[src/logic/tthc_map.svh]
// Register offsets, field positions, reset values and timing counts of the throttle block
`ifndef TTHC_MAP_SVH
`define TTHC_MAP_SVH

`define TTHC_CLK_MHZ 125
`define TTHC_GATE_PERIOD_NS 32000
`define TTHC_GATE_PERIOD_CYC ((`TTHC_GATE_PERIOD_NS * `TTHC_CLK_MHZ) / 1000)
`define TTHC_GATE_ON_CYC (`TTHC_GATE_PERIOD_CYC / 4)
`define TTHC_PECI_WIN_MS 256
`define TTHC_PECI_WIN_CYC (`TTHC_PECI_WIN_MS * `TTHC_CLK_MHZ * 1000)

`define TTHC_OFS_CEIL 12'h000
`define TTHC_OFS_CTRL 12'h004
`define TTHC_OFS_TEMP 12'h008
`define TTHC_OFS_STAT 12'h00C
`define TTHC_OFS_PREQ 12'h010
`define TTHC_OFS_THR 12'h014

`define TTHC_CEIL_LSB 16
`define TTHC_CTRL_OFFS_LSB 0
`define TTHC_CTRL_WIN_LSB 8
`define TTHC_CTRL_BIDIR_BIT 16
`define TTHC_CTRL_HIE_BIT 17
`define TTHC_CTRL_TIE_BIT 18
`define TTHC_CTRL_RESET 32'h0000_0000
`define TTHC_THR_RESET 32'h0000_0000

`endif

[src/logic/tthc_pkg.sv]
// Types shared by the throttle block
package tthc_pkg;
  typedef enum logic [1:0] {
    TTHC_IDLE = 2'b00,
    TTHC_VOLT = 2'b01,
    TTHC_FREQ = 2'b11,
    TTHC_VOLT_DN = 2'b10
  } tthc_step_type;
  typedef struct packed {
    logic [7:0] ratio;
    logic [7:0] volt;
  } tthc_point_type;
endpackage

[src/logic/tthc_top.sv]
// Thermal throttle control with AXI4-Lite register access
`timescale 1ns/1ps
`include "tthc_map.svh"
module tthc_top #(
  parameter int NSENS = 4,
  parameter logic [7:0] CEIL_CAL = 8'h64,
  parameter logic [7:0] MIN_RATIO = 8'h08,
  parameter logic [7:0] MAX_RATIO = 8'h30,
  parameter int HYST_CYC = 1000,
  parameter int GATE_CYC = `TTHC_GATE_PERIOD_CYC,
  parameter int PECI_CYC = `TTHC_PECI_WIN_CYC,
  parameter int STEP_CYC = 64
) (
  input wire logic aclk,
  input wire logic aresetn,
  input wire logic [11:0] s_axi_awaddr,
  input wire logic s_axi_awvalid,
  output logic s_axi_awready,
  input wire logic [31:0] s_axi_wdata,
  input wire logic [3:0] s_axi_wstrb,
  input wire logic s_axi_wvalid,
  output logic s_axi_wready,
  output logic [1:0] s_axi_bresp,
  output logic s_axi_bvalid,
  input wire logic s_axi_bready,
  input wire logic [11:0] s_axi_araddr,
  input wire logic s_axi_arvalid,
  output logic s_axi_arready,
  output logic [31:0] s_axi_rdata,
  output logic [1:0] s_axi_rresp,
  output logic s_axi_rvalid,
  input wire logic s_axi_rready,
  input wire logic [NSENS*8-1:0] on_die_temp_sensor,
  input wire logic package_hot_line_n_in,
  output logic package_hot_line_n_out,
  output logic package_hot_line_n_oe,
  output tthc_pkg::tthc_point_type op_point,
  output logic exec_stall,
  output logic core_clk_gate,
  output logic thermal_irq_req,
  output logic [7:0] peci_temp
);
  import tthc_pkg::*;

  // Register storage
  logic [31:0] ctrl;
  logic [31:0] thr;
  logic [7:0] preq;
  logic [2:0] stat;
  // AXI handshake state
  logic aw_held, w_held;
  logic [11:0] aw_addr;
  logic [31:0] w_data;
  logic [3:0] w_strb;

  // Field views
  logic [7:0] act_offs, win;
  logic bidir;
  assign act_offs = ctrl[`TTHC_CTRL_OFFS_LSB +: 8];
  assign win = ctrl[`TTHC_CTRL_WIN_LSB +: 8];
  assign bidir = ctrl[`TTHC_CTRL_BIDIR_BIT];

  // Hottest sensor: smallest distance below ceiling
  logic [7:0] hot_dist;
  always_comb begin
    hot_dist = 8'hFF;
    for (int i = 0; i < NSENS; i++) begin
      if (on_die_temp_sensor[i*8 +: 8] < hot_dist) begin
        hot_dist = on_die_temp_sensor[i*8 +: 8];
      end
    end
  end

  // Instantaneous trigger at ceiling or offset set point
  logic at_ceiling, at_setpt;
  assign at_ceiling = (hot_dist == 8'h00);
  assign at_setpt = (win == 8'h00) && (hot_dist <= act_offs);

  // Weighted average of distance, shift set by window
  logic [15:0] avg;
  logic avg_hot;
  always_ff @(posedge aclk) begin
    if (!aresetn) begin
      avg <= 16'hFF00;
    end else begin
      avg <= 16'(avg - (avg >> win[3:0]) + ({hot_dist, 8'h00} >> win[3:0]));
    end
  end
  assign avg_hot = (win != 8'h00) && (avg[15:8] <= act_offs);

  // Instant trigger, with hysteresis hold before release
  logic inst_trig, tcc_on;
  logic [$clog2(HYST_CYC+1)-1:0] hyst;
  assign inst_trig = at_ceiling || at_setpt;
  always_ff @(posedge aclk) begin
    if (!aresetn) begin
      tcc_on <= 1'b0;
      hyst <= '0;
    end else if (inst_trig) begin
      tcc_on <= 1'b1;
      hyst <= ($clog2(HYST_CYC+1))'(HYST_CYC);
    end else if (hyst != '0) begin
      hyst <= hyst - 1'b1;
    end else begin
      tcc_on <= 1'b0;
    end
  end

  // Hot line input through three flops
  logic [2:0] hot_sync;
  logic [2:0] oe_hist; // Own drive still travelling through the sync flops
  logic ext_hot, ext_hot_q;
  always_ff @(posedge aclk) begin
    if (!aresetn) begin
      hot_sync <= 3'b111;
      oe_hist <= 3'b000;
      ext_hot <= 1'b0;
      ext_hot_q <= 1'b0;
    end else begin
      hot_sync <= {hot_sync[1:0], package_hot_line_n_in};
      oe_hist <= {oe_hist[1:0], package_hot_line_n_oe};
      if (hot_sync[2] == hot_sync[1]) begin
        // Own drive masks the line until its low level has left the flops
        ext_hot <= !hot_sync[2] && !package_hot_line_n_oe && oe_hist == 3'b000;
      end
      ext_hot_q <= ext_hot;
    end
  end

  // Hot line drive only when bidirectional
  always_ff @(posedge aclk) begin
    if (!aresetn) begin
      package_hot_line_n_oe <= 1'b0;
    end else begin
      package_hot_line_n_oe <= bidir && tcc_on;
    end
  end
  assign package_hot_line_n_out = 1'b0;

  // Target ratio choice
  logic [7:0] therm_ratio, target_ratio;
  logic [7:0] cur_ratio;
  logic throttle;
  assign throttle = tcc_on || avg_hot;
  always_comb begin
    therm_ratio = MAX_RATIO;
    if (ext_hot) begin
      therm_ratio = MIN_RATIO;
    end else if (throttle) begin
      therm_ratio = (cur_ratio > MIN_RATIO) ? 8'(cur_ratio - 1'b1) : MIN_RATIO;
    end
    // Lower request honoured, higher deferred
    target_ratio = (preq != 8'h00 && preq < therm_ratio) ? preq : therm_ratio;
    if (target_ratio < MIN_RATIO) begin
      target_ratio = MIN_RATIO;
    end
  end

  // Operating point sequencer
  tthc_step_type step;
  logic [$clog2(STEP_CYC+1)-1:0] step_cnt;
  logic [7:0] goal;
  always_ff @(posedge aclk) begin
    if (!aresetn) begin
      step <= TTHC_IDLE;
      step_cnt <= '0;
      goal <= MAX_RATIO;
      cur_ratio <= MAX_RATIO;
      op_point <= '{ratio: MAX_RATIO, volt: MAX_RATIO};
    end else if (step_cnt != '0) begin
      step_cnt <= step_cnt - 1'b1;
    end else begin
      unique case (step)
        TTHC_IDLE: begin
          if (target_ratio > cur_ratio) begin
            goal <= target_ratio;
            op_point.volt <= target_ratio;
            step <= TTHC_VOLT;
            step_cnt <= ($clog2(STEP_CYC+1))'(STEP_CYC);
          end else if (target_ratio < cur_ratio) begin
            goal <= target_ratio;
            op_point.ratio <= target_ratio;
            step <= TTHC_VOLT_DN;
            step_cnt <= ($clog2(STEP_CYC+1))'(STEP_CYC);
          end
        end
        TTHC_VOLT: begin
          op_point.ratio <= goal;
          step <= TTHC_FREQ;
          step_cnt <= ($clog2(STEP_CYC+1))'(STEP_CYC);
        end
        TTHC_FREQ: begin
          cur_ratio <= goal;
          step <= TTHC_IDLE;
        end
        TTHC_VOLT_DN: begin
          op_point.volt <= goal;
          cur_ratio <= goal;
          step <= TTHC_IDLE;
        end
      endcase
    end
  end
  // Stall while frequency moves
  assign exec_stall = (step == TTHC_FREQ) || (step == TTHC_VOLT_DN && step_cnt != '0);

  // Clock gating timer, instant path at minimum only
  logic [$clog2(GATE_CYC)-1:0] gate_cnt;
  logic gate_act;
  assign gate_act = tcc_on && !ext_hot && cur_ratio == MIN_RATIO;
  always_ff @(posedge aclk) begin
    if (!aresetn) begin
      gate_cnt <= '0;
      core_clk_gate <= 1'b0;
    end else if (!gate_act) begin
      gate_cnt <= '0;
      core_clk_gate <= 1'b0;
    end else begin
      gate_cnt <= (gate_cnt == ($clog2(GATE_CYC))'(GATE_CYC - 1)) ? '0 : gate_cnt + 1'b1;
      core_clk_gate <= gate_cnt >= ($clog2(GATE_CYC))'(GATE_CYC / 4);
    end
  end

  // Window-averaged maximum for the PECI side
  logic [$clog2(PECI_CYC)-1:0] peci_cnt;
  logic [7:0] peci_min;
  always_ff @(posedge aclk) begin
    if (!aresetn) begin
      peci_cnt <= '0;
      peci_min <= 8'hFF;
      peci_temp <= 8'hFF;
    end else if (peci_cnt == ($clog2(PECI_CYC))'(PECI_CYC - 1)) begin
      peci_cnt <= '0;
      peci_temp <= 8'((16'(peci_temp) + 16'(peci_min)) >> 1);
      peci_min <= 8'hFF;
    end else begin
      peci_cnt <= peci_cnt + 1'b1;
      if (hot_dist < peci_min) begin
        peci_min <= hot_dist;
      end
    end
  end

  // Sticky status: ceiling hit, hot edge, threshold cross
  logic thr_hit;
  logic thr_hit_q;
  assign thr_hit = (hot_dist <= thr[7:0]) || (hot_dist <= thr[15:8]);
  logic st_clr;
  logic [2:0] st_mask;
  always_ff @(posedge aclk) begin
    if (!aresetn) begin
      stat <= 3'b000;
      thr_hit_q <= 1'b0;
    end else begin
      thr_hit_q <= thr_hit;
      // Set wins over write-one-clear
      stat <= (stat & ~(st_clr ? st_mask : 3'b000))
        | {thr_hit ^ thr_hit_q, ext_hot ^ ext_hot_q, at_ceiling};
    end
  end
  assign thermal_irq_req = (stat[2] && ctrl[`TTHC_CTRL_TIE_BIT])
    || (stat[1] && ctrl[`TTHC_CTRL_HIE_BIT]);

  // AXI write channel capture
  logic wr_go;
  assign wr_go = aw_held && w_held && !s_axi_bvalid;
  assign s_axi_awready = !aw_held;
  assign s_axi_wready = !w_held;
  assign st_clr = wr_go && aw_addr == `TTHC_OFS_STAT;
  assign st_mask = w_data[2:0];
  always_ff @(posedge aclk) begin
    if (!aresetn) begin
      aw_held <= 1'b0;
      w_held <= 1'b0;
      aw_addr <= 12'h000;
      w_data <= 32'h0000_0000;
      w_strb <= 4'h0;
      s_axi_bvalid <= 1'b0;
      s_axi_bresp <= 2'b00;
      ctrl <= `TTHC_CTRL_RESET;
      thr <= `TTHC_THR_RESET;
      preq <= 8'h00;
    end else begin
      if (s_axi_awvalid && !aw_held) begin
        aw_held <= 1'b1;
        aw_addr <= s_axi_awaddr;
      end
      if (s_axi_wvalid && !w_held) begin
        w_held <= 1'b1;
        w_data <= s_axi_wdata;
        w_strb <= s_axi_wstrb;
      end
      if (s_axi_bvalid && s_axi_bready) begin
        s_axi_bvalid <= 1'b0;
      end
      if (wr_go) begin
        aw_held <= 1'b0;
        w_held <= 1'b0;
        s_axi_bvalid <= 1'b1;
        s_axi_bresp <= 2'b00;
        // Ceiling register is read-only
        unique case (aw_addr)
          `TTHC_OFS_CTRL: begin
            for (int b = 0; b < 4; b++) begin
              if (w_strb[b]) ctrl[b*8 +: 8] <= w_data[b*8 +: 8];
            end
          end
          `TTHC_OFS_THR: begin
            for (int b = 0; b < 2; b++) begin
              if (w_strb[b]) thr[b*8 +: 8] <= w_data[b*8 +: 8];
            end
          end
          `TTHC_OFS_PREQ: begin
            if (w_strb[0]) preq <= w_data[7:0];
          end
          `TTHC_OFS_STAT, `TTHC_OFS_CEIL, `TTHC_OFS_TEMP: begin
          end
          default: s_axi_bresp <= 2'b10;
        endcase
      end
    end
  end

  // AXI read channel
  assign s_axi_arready = !s_axi_rvalid;
  always_ff @(posedge aclk) begin
    if (!aresetn) begin
      s_axi_rvalid <= 1'b0;
      s_axi_rdata <= 32'h0000_0000;
      s_axi_rresp <= 2'b00;
    end else if (s_axi_arvalid && !s_axi_rvalid) begin
      s_axi_rvalid <= 1'b1;
      s_axi_rresp <= 2'b00;
      unique case (s_axi_araddr)
        `TTHC_OFS_CEIL: s_axi_rdata <= {8'h00, CEIL_CAL, 16'h0000};
        `TTHC_OFS_CTRL: s_axi_rdata <= ctrl;
        `TTHC_OFS_TEMP: s_axi_rdata <= {8'h00, cur_ratio, 8'h00, hot_dist};
        `TTHC_OFS_STAT: s_axi_rdata <= {26'h0, ext_hot, tcc_on, 1'b0, stat};
        `TTHC_OFS_PREQ: s_axi_rdata <= {24'h0, preq};
        `TTHC_OFS_THR: s_axi_rdata <= {16'h0, thr[15:0]};
        default: begin
          s_axi_rdata <= 32'h0000_0000;
          s_axi_rresp <= 2'b10;
        end
      endcase
    end else if (s_axi_rready) begin
      s_axi_rvalid <= 1'b0;
    end
  end
endmodule

[config.mk]
export PLATFORM = sky130hd
export DESIGN_NAME = tthc_top
export DESIGN_NICKNAME = d
export VERILOG_FILES = /design/src/logic/tthc_pkg.sv /design/src/logic/tthc_top.sv
export VERILOG_INCLUDE_DIRS = /design/src /design/src/logic
export SDC_FILE = /design/constraint.sdc
export NUM_CORES = 1
export LEC_CHECK = 0
export ABC_AREA = 1
export BUFFER_PORTS_ARGS = -buffer_cell sky130_fd_sc_hd__buf_2
export CORE_UTILIZATION = 23
export DETAILED_ROUTE_END_ITERATION = 8
export PLACE_DENSITY = 0.34
export RECOVER_POWER = 25
export SYNTH_ARGS = -nofsm -noshare
export SYNTH_HDL_FRONTEND = slang
export SYNTH_SLANG_ARGS = --single-unit
[constraint.sdc]
create_clock -name aclk -period 12.7 [get_ports aclk]
set_input_delay 1.905 -clock aclk [delete_from_list [all_inputs] [get_ports aclk]]
set_output_delay 1.905 -clock aclk [all_outputs]
set_load 0.02 [all_outputs]
==> out/metrics.yaml, run 1 <==
status:
  status: "finished, violations left"
  violations: "max-capacitance violations, max-slew violations"
layout:
  drive_gt1_frac: 0.100
  layout.nets: 2581
  syn_to_final_growth_pct: 18.8
  n_antenna_cell: 0
  stdcell_area_sq_um: 18400
  layout.cells.non_filler: 3259
  fillerInstances: 7379
timing:
  fin_worst_skew_ns: 0.0226
  finalSetupViolCount: 0
  worst_pin_slew_ns: 2.80
  finalCritPeriodShare: 0.820
  drv_slew: 116
  tns_ns: 0
  max_freq_mhz: 96.0
  hold_slack_ns: 0.427
  grt_setup_unrepaired: "no"
  period_minus_slack_ns: 10.41
  relSlewSlack: -0.864
  hold_viol: 0
power:
  p_int_w: 0.00211
  powerDensity_nw_per_um2: 188
  p_comb_frac: 0.383
  p_clk_frac: 0.313
  pwr-share-seq: 0.303
  switching_share: 0.393
  totalPowerFinal_w: 0.00348
  p_switching_w: 0.00137
  ir_worst_vdd_mv: 0.0931
  p_leak_nw: 8.01
critical_path:
  cpMostUsedCell: "nor2_1"
  arrival_ns: 10.86
  ff2ff_setup_slack_ns: 5.57
  worstReg2RegEnd: "op_point[3]"
  setup.worst_path.class: "in -> reg"
  cp-start-kind: "primary input"
  max_stage_delay_ns: 0.68
  r2r_cells: 35
  cp.required_ns: 13.15
  r2r-start: "ctrl[6]"
  critPathCaptureType: "flop"
  crit_fanout: 16
  crit_slowest_cell: "a211oi_1"
clocking:
  clk_latency_ns: 0.57
  cts_hold_buf: 0
  numCtsBuffers: 38
  cts_tree: "done"
  cts.reportedPaths.clkPinSlew_ns: 0.07
  clk_path_buf_depth: 3
  root_buffer: "clkbuf_16"
  ctsResizeCount: 0
  cts.sinks: 277
  cts_max_level: 2
  cts_setup_buffers: 0
routing:
  wl_mm: 51.9
  drtIter0Drc: 883
  vias_per_cell: 4.51
  wl_per_cell_um: 15.9
  routed-via-count: 14700
  drcViolationCount: 0
  ant_nets: 0
  drt-pass1-iter-count: 5
min_path:
  hold_path.class: "reg -> reg"
  min_from: "oe_hist[1]"
  hold_end: "oe_hist[2]"
  min_path_cells: 2
yosys:
  mappedNetlistArea_sq_um: 15500
  yosysSeqAreaShare: 0.357
  synth_cells: 2227
  ys_types: 49
  syn_avg_cell_area_sq_um: 6.97
  synth_area_leader_cell: "dfxtp_1"
  yosysTopAreaCellShare: 0.357
  synthTopCellsByArea: "dfxtp_1 36%, nand2_1 9.1%, inv_1 7.9%"
  ys_seq_elements: 277
  synth_warnings: 0
place:
  dp.cells: 3194
  gp_congestion: 0.830
  post_dp_cell_area_sq_um: 17200
  dpl.hpwl_mm: 39.7
  port_buffers: 166
global_routing:
  grt_antenna_before_repair: 0
  grt_max_degree: 69
  grt_pass1_vias: 14600
  globalRouteOverflowTotal: 0
  grt_pass1_wl_mm: 82.4
  grt_usage: 0.154
floorplanning:
  start_util: 0.234
  die_area_sq_um: 68500
  io_pins: 170
  core.rowCount: 94
  core_area_sq_um: 66200
  die_h_um: 262
  die_x_um: 262
run:
  maxCapViolCount: 2
[logic make-up (layout without fill, tap and decap cells)]
group                      Yosys count  after routing  share of synthesized area
and+or+nand+nor                    848            848                      0.233
AOI/OAI and AO/OA                  543            543                      0.194
buffers and inverters              420            586                      0.103
DFF                                277            277                      0.357
adders and majority gates          111            111                     0.0972
xor gates and xnor gates            27             27                     0.0152
other                                1              3                   0.000242
[placed cells by master (no fill, tap or decap), types with 10 or more instances in the layout]
master,netlist,routed
o211ai_1,10,10
a211oi_1,21,20
fa_1,16,16
clkbuf_16,0,38
nand2_1,377,377
inv_1,328,328
ha_1,95,95
nand4_1,23,23
nor2_1,258,257
dfxtp_1,277,277
nor4_1,16,16
o21ai_0,218,218
buf_4,3,13
clkbuf_1,69,51
o221ai_1,13,13
o22ai_1,26,26
a21oi_1,202,202
nor3_1,33,33
buf_2,3,126
nand3_1,95,95
xor2_1,23,23
or2_2,13,13
o21bai_1,11,11
[critical path: cells and delay by family]
kind	cells	cell delay, ns
XOR/XNOR	1	0.17
buffers and inverters	6	0.47
AO/OA/AOI/OAI	17	3.72
adder cells (fa/ha/maj)	5	1.57
AND/OR/NAND/NOR	27	3.05
[final cells by class]
type,count,area (sq um),share of cell area
clock buffer,52,1070,0.0582
clock inverter,13,190,0.0103
inverter,338,1270,0.0689
multi-input combinational,1532,8390,0.455
sequential,277,5550,0.301
tap,864,1080,0.0586
timing repair buffer,183,893,0.0484
[worst max path at each step]
stage	start	to	slack, ns
floorplan	on_die_temp_sensor[5]	avg[15]	3.06
global placement	on_die_temp_sensor[13]	avg[15]	1.98
detailed placement	on_die_temp_sensor[13]	avg[15]	1.84
CTS	on_die_temp_sensor[13]	avg[15]	2.40
global route	on_die_temp_sensor[13]	avg[15]	1.09
finish	on_die_temp_sensor[13]	avg[15]	2.29
[registers in the layout (all words and copies together), names as in the netlist, 4 cells and up]
| name | count |
|---|---|
| ctrl | 32 |
| s_axi_rdata | 32 |
| w_data | 32 |
| peci_cnt | 25 |
| avg | 16 |
| op_point | 16 |
| thr | 16 |
| aw_addr | 12 |
| gate_cnt | 12 |
| hyst | 10 |
| cur_ratio | 8 |
| goal | 8 |
| peci_min | 8 |
| peci_temp | 8 |
| preq | 8 |
| step_cnt | 7 |
| w_strb | 4 |
[metrics by stage]
stage	worst slack [ns]	util
2_1_floorplan	3.06	-
4_1_cts	2.40	0.280
3_5_place_dp	1.84	0.260
6_report	2.29	0.279
5_1_grt	1.09	0.279
3_3_place_gp	1.98	0.260
[synthesized netlist by cell type, drive strengths merged]
master     n
o31ai      4
clkbuf    69
clkinv     6
o21a       9
nand3b     3
nand3     96
inv      332
xnor2      4
o221ai    13
conb       1
a21o       1
nand4     23
nand2    392
xor2      23
o21bai    11
o31a       1
nor3      35
o21ai    231
a22oi      3
dfxtp    277
a2111oi    1
o311a      1
and3       3
ha        95
nor3b      5
nor2     258
or3        1
a211oi    21
o211ai    10
fa        16
o22ai     26
a21oi    202
or2       16
a221oi     5
buf       13
o311ai     1
nor4      16
a31oi      3
[power groups by stage]
stage	combinational, W	clock, W	sequential, W
floorplan	0.00102	0	0.00106
global placement	0.00135	0	0.00108
detailed placement	0.00135	0	0.00107
CTS	0.00136	0.00114	0.00106
global route	0.00158	0.00117	0.00107
finish	0.00133	0.00109	0.00105
[routing by layer]
layer,up-vias,wire (um),global-route usage
met5,-,0,0
met4,0,1290,0.0483
met3,70,2730,0.0356
met2,244,24300,0.260
met1,6790,23600,0.192
li1,7605,-,-
Note: power is estimated with default switching activity, not from simulation.
==> inputs of run 2 (changes only) <==
ABC_AREA = 0   (was 1)
PLACE_DENSITY = 0.36   (was 0.34)
clock period = 8.4 ns   (was 12.7 ns; I/O delays follow)
==> run 2 against run 1 <==
Against the previous run: the flow finishes with violations (negative setup slack); combinational power up 98%; clock skew is 0.0029 ns lower; global-route usage about the same; first-iteration DRC count is 16% lower; largest power group unchanged; hold slack got worse by 0.017 ns; final area grew 9.3%; power is 68% higher; highest routed layer is now met5; sequential power is 55% higher.
==> out/metrics.yaml, run 2 <==
status:
  status: "finished, violations left"
  violations: "negative setup slack"
floorplanning:
  start_util: 0.234  # about the same
  core_area_sq_um: 66200  # unchanged
  core.rowCount: 94  # unchanged
  die_x_um: 262  # about the same
  die_h_um: 262  # about the same
  io_pins: 170  # unchanged
  die_area_sq_um: 68500  # about the same
global_routing:
  grt_pass1_wl_mm: 82.4  # about the same
  grt_usage: 0.154  # about the same
  grt.met3_usage: 0.0364  # +0.000772
  grt_antenna_before_repair: 11  # +11
  grt_max_degree: 104  # +51%
  met1_usage: 0.195  # +0.00224
  grt_pass1_vias: 14600  # -0.12%
  grt_busiest_layer: "met2"
  gr-usage-met2: 0.254  # -0.00630
  globalRouteOverflowTotal: 0  # unchanged
yosys:
  ys_seq_elements: 277  # unchanged
  synth_area_leader_cell: "dfxtp_1"
  ys_types: 78  # +59%
  yosysMostFrequentCell: "dfxtp_1"
  synth_cells: 1975  # -11%
  yosysSeqAreaShare: 0.357  # about the same
  synth_edf_count: 0  # unchanged
  async_reset_ff_frac: 0  # unchanged
  mappedNetlistArea_sq_um: 15500  # about the same
  synth_ff_type: "dfxtp_1"
  yosys-top-cells-count: "277 x dfxtp_1, 273 x nand2_1, 225 x nor2_1, 211 x a21oi_1, 149 x inv_1"
  yosysTopAreaCellShare: 0.357  # about the same
  synth_warnings: 0  # unchanged
  synthTopCellsByArea: "dfxtp_1 36%, ha_1 7.7%, a21oi_1 6.8%"
  syn_avg_cell_area_sq_um: 7.86  # +13%
clocking:
  numCtsBuffers: 37  # -2.6%
  cts_max_level: 2  # unchanged
  cts.sinks: 277  # unchanged
  cts_tree: "done"
  clk_path_buf_depth: 3  # unchanged
  root_buffer: "clkbuf_16"
  cts.reportedPaths.clkPinSlew_ns: 0.05  # -0.02 ns
  clk_latency_ns: 0.57  # about the same
place:
  detailedPlace.worstSlack_ns: -1.59  # -3.43 ns
  dpl.hpwl_mm: 39.0  # -1.6%
  gp_congestion: 0.793  # -4.4%
  post_dp_cell_area_sq_um: 18000  # +4.5%
  port_buffers: 166  # unchanged
run:
  maxCapViolCount: 0  # -2
timing:
  fin_worst_skew_ns: 0.0197  # -0.00294 ns
  max_freq_mhz: 116
  finalSetupViolCount: 4  # +4
  finalCritPeriodShare: 1.03
  fin_ws_ns: -0.253  # -2.54 ns
  hold_viol: 0  # unchanged
  drv_slew: 0  # -100%
  period_minus_slack_ns: 8.65
  grt_setup_unrepaired: "yes"
  relSlewSlack: 0.383  # +1.25
  worst_pin_slew_ns: 0.922  # -1.87 ns
routing:
  vias_per_cell: 4.60  # +1.9%
  wl_mm: 52.9  # +1.9%
  ant_nets: 0  # unchanged
  drt-pass1-iter-count: 5  # unchanged
  routed-via-count: 14500  # -1.5%
  drtIter0Drc: 742  # -16%
  wl_per_cell_um: 16.8  # +5.4%
  drcViolationCount: 0  # unchanged
critical_path:
  max_stage_delay_ns: 0.60  # -0.08 ns
  crit_slowest_cell: "fa_1"
  cp-start-kind: "primary input"
  critPathCaptureType: "flop"
  cp.required_ns: 8.83  # -4.32 ns
  arrival_ns: 9.09  # -1.77 ns
  setup.worst_path.class: "in -> reg"
  cpMostUsedCell: "a21o_1"
  crit_fanout: 7  # -9
min_path:
  hold_path.class: "reg -> reg"
power:
  ir_worst_vdd_mv: 0.129  # +39%
  totalPowerFinal_w: 0.00583  # +68%
  p_leak_nw: 8.26  # +3.1%
  powerDensity_nw_per_um2: 289  # +54%
layout:
  syn_to_final_growth_pct: 29.9
  fin_util: 0.304  # +0.0260
  final_cell_mix: "277 x dfxtp_1, 268 x nand2_1, 216 x nor2_1"
  largest_registers: "ctrl x32, s_axi_rdata x32, w_data x32"
  stdcell_area_sq_um: 20200  # +9.3%
  layout_commonest_cell: "dfxtp_1"
  layout.nets: 2464  # -4.5%
  fillerInstances: 7130  # -3.4%
  drive_gt1_frac: 0.214  # +0.114
run 2: cell count changes after synthesis, moves of 15 or more:
cell	delta
o22ai_1	-16
clkbuf_1	+15
xnor2_1	+32
nor2_1	-33
mux2i_1	+63
o21ai_0	-150
and3_1	+16
nand2b_1	+21
and2_1	+17
nor2b_1	+22
nand2_1	-104
inv_1	-179
run 2: path summary, 6_finish.rpt:
check,start,end,slack (ns),depth (start not counted)
max,on_die_temp_sensor[6],avg[13],-0.25,52
min,hot_sync[0],hot_sync[1],0.41,1
max reg2reg,ctrl[1],op_point[11],1.15,32
min reg2reg,hot_sync[0],hot_sync[1],0.41,1
run 2: cell families after synthesis:
family,synth area share
AO/OA/AOI/OAI,0.162
XOR/XNOR,0.0367
adder cells (fa/ha/maj),0.102
buffers and inverters,0.0620
flip-flops,0.357
multiplexers,0.0565
other,0.000242
AND/OR/NAND/NOR,0.223
run 2: what timing repair did:
item / CTS / global route
endpoints found under the setup margin: 9 / 10
gates resized for setup: 54 / 73
hold buffers: 0 / 0
cloned: 1 / 0
buffers inserted: 39 / 14
pin swaps: 49 / 45
run 2: metrics by stage:
step / instances / setup TNS, ns / hold slack, ns
2_1_floorplan: 1977 / -4.68 / 0.386
3_3_place_gp: 3024 / -8.76 / 0.421
3_5_place_dp: 3024 / -11.70 / 0.409
4_1_cts: 3129 / -1.63 / 0.420
5_1_grt: 3146 / -3.61 / 0.436
6_report: 3148 / -0.768 / 0.410
run 2: power breakdown:
group	internal (W)	total, W	switching (W)
Combinational	0.00127	0.00263	0.00136
Clock	0.000925	0.00157	0.000648
Sequential	0.00147	0.00163	0.000161
Total	0.00367	0.00583	0.00217
run 2: critical path: cells and delay by family:
family	cells	cell delay, ns
mux	1	0.20
xor+xnor	1	0.04
compound gates	22	3.09
simple gates	11	1.67
fa+ha+maj	5	1.60
buf+inv	12	1.19
run 2: metal layers:
layer | share of wire | vias to the layer above
li1 | - | 7353
met1 | 0.46 | 6800
met2 | 0.47 | 228
met3 | 0.049 | 92
met4 | 0.028 | 12
met5 | 0.0017 | -
run 2: cell type report:
type,count,area (sq um),area share
well taps,864,1080,0.0536
multi-input cells,1452,9630,0.478
clock inverters,15,160,0.00794
flip-flops and latches,277,5550,0.275
repair buffers,335,2120,0.105
inverters,150,583,0.0289
clock buffers,50,1030,0.0509
diodes,5,12.5,0.000621
==> inputs of run 3 (changes only) <==
CORE_UTILIZATION = 40   (was 23)
PLACE_DENSITY = 0.56   (was 0.36)
==> run 3 against run 2 <==
Against the previous run: the flow still finishes with violations (negative setup slack); die area shrank 42%; fmax rose by 0.20%; critical path depth increased by 1.
==> out/metrics.yaml, run 3 (same netlist as run 2, synthesis figures left out) <==
timing:
  finalSetupViolCount: 5  # +1
  worst_pin_slew_ns: 1.05  # +0.132 ns
  finalCritPeriodShare: 1.03  # -0.00207
  drv_slew: 0  # unchanged
  fin_ws_ns: -0.236  # +0.0174 ns
  grt_setup_unrepaired: "yes"
  hold_viol: 0  # unchanged
  fin_worst_skew_ns: 0.0177  # -0.00191 ns
  period_minus_slack_ns: 8.64  # -0.0174 ns
  max_freq_mhz: 116  # +0.20%
  tns_ns: -0.759  # +0.00893 ns
  relSlewSlack: 0.297  # -0.0858
power:
  p_switching_w: 0.00200  # -7.6%
  p_leak_nw: 8.02  # -2.9%
  ir_worst_vdd_mv: 0.152  # +18%
  pwr-share-seq: 0.295  # +0.016
  powerDensity_nw_per_um2: 288  # -0.49%
  switching_share: 0.364  # -0.00748
  p_int_w: 0.00350  # -4.6%
  p_comb_frac: 0.458  # +0.007
  p_clk_frac: 0.247  # -0.023
critical_path:
  cp_num_buf_inv: 16  # +4
  cp.required_ns: 8.84  # about the same
  crit_slowest_cell: "or4b_4"
  crit_fanout: 8  # +1
  critPathTopFamily: "compound AO/OA/AOI/OAI gates"
  max_stage_delay_ns: 0.50  # -0.10 ns
  critPathCaptureType: "flop"
  setup.worst_path.class: "in -> reg"
  arrival_ns: 9.08  # about the same
  cp-start-kind: "primary input"
  cpMostUsedCell: "buf_4"
layout:
  layout.nets: 2427  # -1.5%
  fin_util: 0.503  # +0.199
  largest_registers: "ctrl x32, s_axi_rdata x32, w_data x32"
  drive_gt1_frac: 0.192  # -0.0224
  final_cell_mix: "277 x dfxtp_1, 270 x nand2_1, 220 x nor2_1"
  syn_to_final_growth_pct: 23.1
  layout_commonest_cell: "dfxtp_1"
routing:
  drcViolationCount: 0  # unchanged
  drtIter0Drc: 808  # +8.9%
  routed-via-count: 14300  # -1.0%
  wl_per_cell_um: 16.2  # -3.8%
  wl_mm: 44.4  # -16%
  vias_per_cell: 5.22  # +13%
  drt-pass1-iter-count: 5  # unchanged
  ant_nets: 0  # unchanged
clocking:
  numCtsBuffers: 31  # -16%
  cts_tree: "done"
  cts_hold_buf: 0  # unchanged
  cts_max_level: 1  # -1
  cts.reportedPaths.clkPinSlew_ns: 0.06  # about the same
  clk_latency_ns: 0.59  # +0.02 ns
  clk_path_buf_depth: 3  # unchanged
  cts.sinks: 277  # unchanged
  root_buffer: "clkbuf_16"
run:
  maxCapViolCount: 0  # unchanged
global_routing:
  grt_pass1_wl_mm: 71.1  # -14%
  grt_antenna_before_repair: 1  # -10
  globalRouteOverflowTotal: 0  # unchanged
  grt_usage: 0.223  # +0.0696
  grt_max_degree: 98  # -5.8%
  grt_pass1_vias: 13600  # -6.6%
place:
  gp_congestion: 0.880  # +11%
  dpl.hpwl_mm: 32.5  # -17%
  port_buffers: 166  # unchanged
floorplanning:
  start_util: 0.409  # +0.175
  die_area_sq_um: 39600  # -42%
  die_h_um: 199  # -24%
  core_area_sq_um: 37900  # -43%
  io_pins: 170  # unchanged
  die_x_um: 199  # -24%
  core.rowCount: 71  # -24%
status:
  violations: "negative setup slack"
  status: "finished, violations left"
min_path:
  hold_path.class: "reg -> reg"
-- run 3: per-stage QoR --
| stage | cells | area, sq um | power [W] | setup WS (ns) | hold slack (ns) |
|---|---|---|---|---|---|
| final | 2749 | 19100 | 0.00550 | -0.236 | 0.411 |
| after global routing | 2749 | 19100 | 0.00592 | -0.622 | 0.425 |
| after CTS | 2740 | 18800 | 0.00538 | -0.432 | 0.413 |
| after detailed placement | 2657 | 17500 | 0.00385 | -1.33 | 0.406 |
| after global placement | 2657 | 17500 | 0.00382 | -1.12 | 0.404 |
| after floorplan | 1977 | 15600 | 0.00315 | -0.860 | 0.386 |
-- run 3: routing by layer --
layer | up-vias | track usage | routed length [um]
met5 | - | 0 | 0
met1 | 6693 | 0.315 | 21500
li1 | 7263 | - | -
met3 | 49 | 0.0329 | 2180
met4 | 0 | 0.0541 | 835
met2 | 332 | 0.356 | 19900
-- run 3: worst paths after layout --
kind                                            start     endpoint  slack (ns)  cells past startpoint
worst min-delay path                      hot_sync[0]  hot_sync[1]        0.41                      1
worst min register to register            hot_sync[0]  hot_sync[1]        0.41                      1
worst max-delay path            on_die_temp_sensor[6]      avg[14]       -0.24                     53
worst max register to register                ctrl[6]  op_point[3]        1.21                     31
-- run 3: layout make-up --
type / instances / area, sq um
sequential: 277 / 5550
clock buffer: 45 / 858
tap: 511 / 639
clock inverter: 9 / 139
inverter: 150 / 581
antenna: 1 / 2.50
multi-input combinational: 1451 / 9430
timing repair buffer: 305 / 1900
fill: 3741 / 18800
-- run 3: power by group through the flow --
stage / Combinational [W] / Sequential (W) / Clock, W
floorplan: 0.00155 / 0.00160 / 0
global placement: 0.00217 / 0.00165 / 0
detailed placement: 0.00220 / 0.00165 / 0
CTS: 0.00236 / 0.00162 / 0.00139
global route: 0.00282 / 0.00165 / 0.00145
finish: 0.00252 / 0.00162 / 0.00136
-- run 3: timing repair --
action | 4_1_cts | 5_1_grt
resized for setup | 37 | 50
setup buffers | 30 | 9
pin swaps | 51 | 37
setup endpoints to repair | 7 | 10
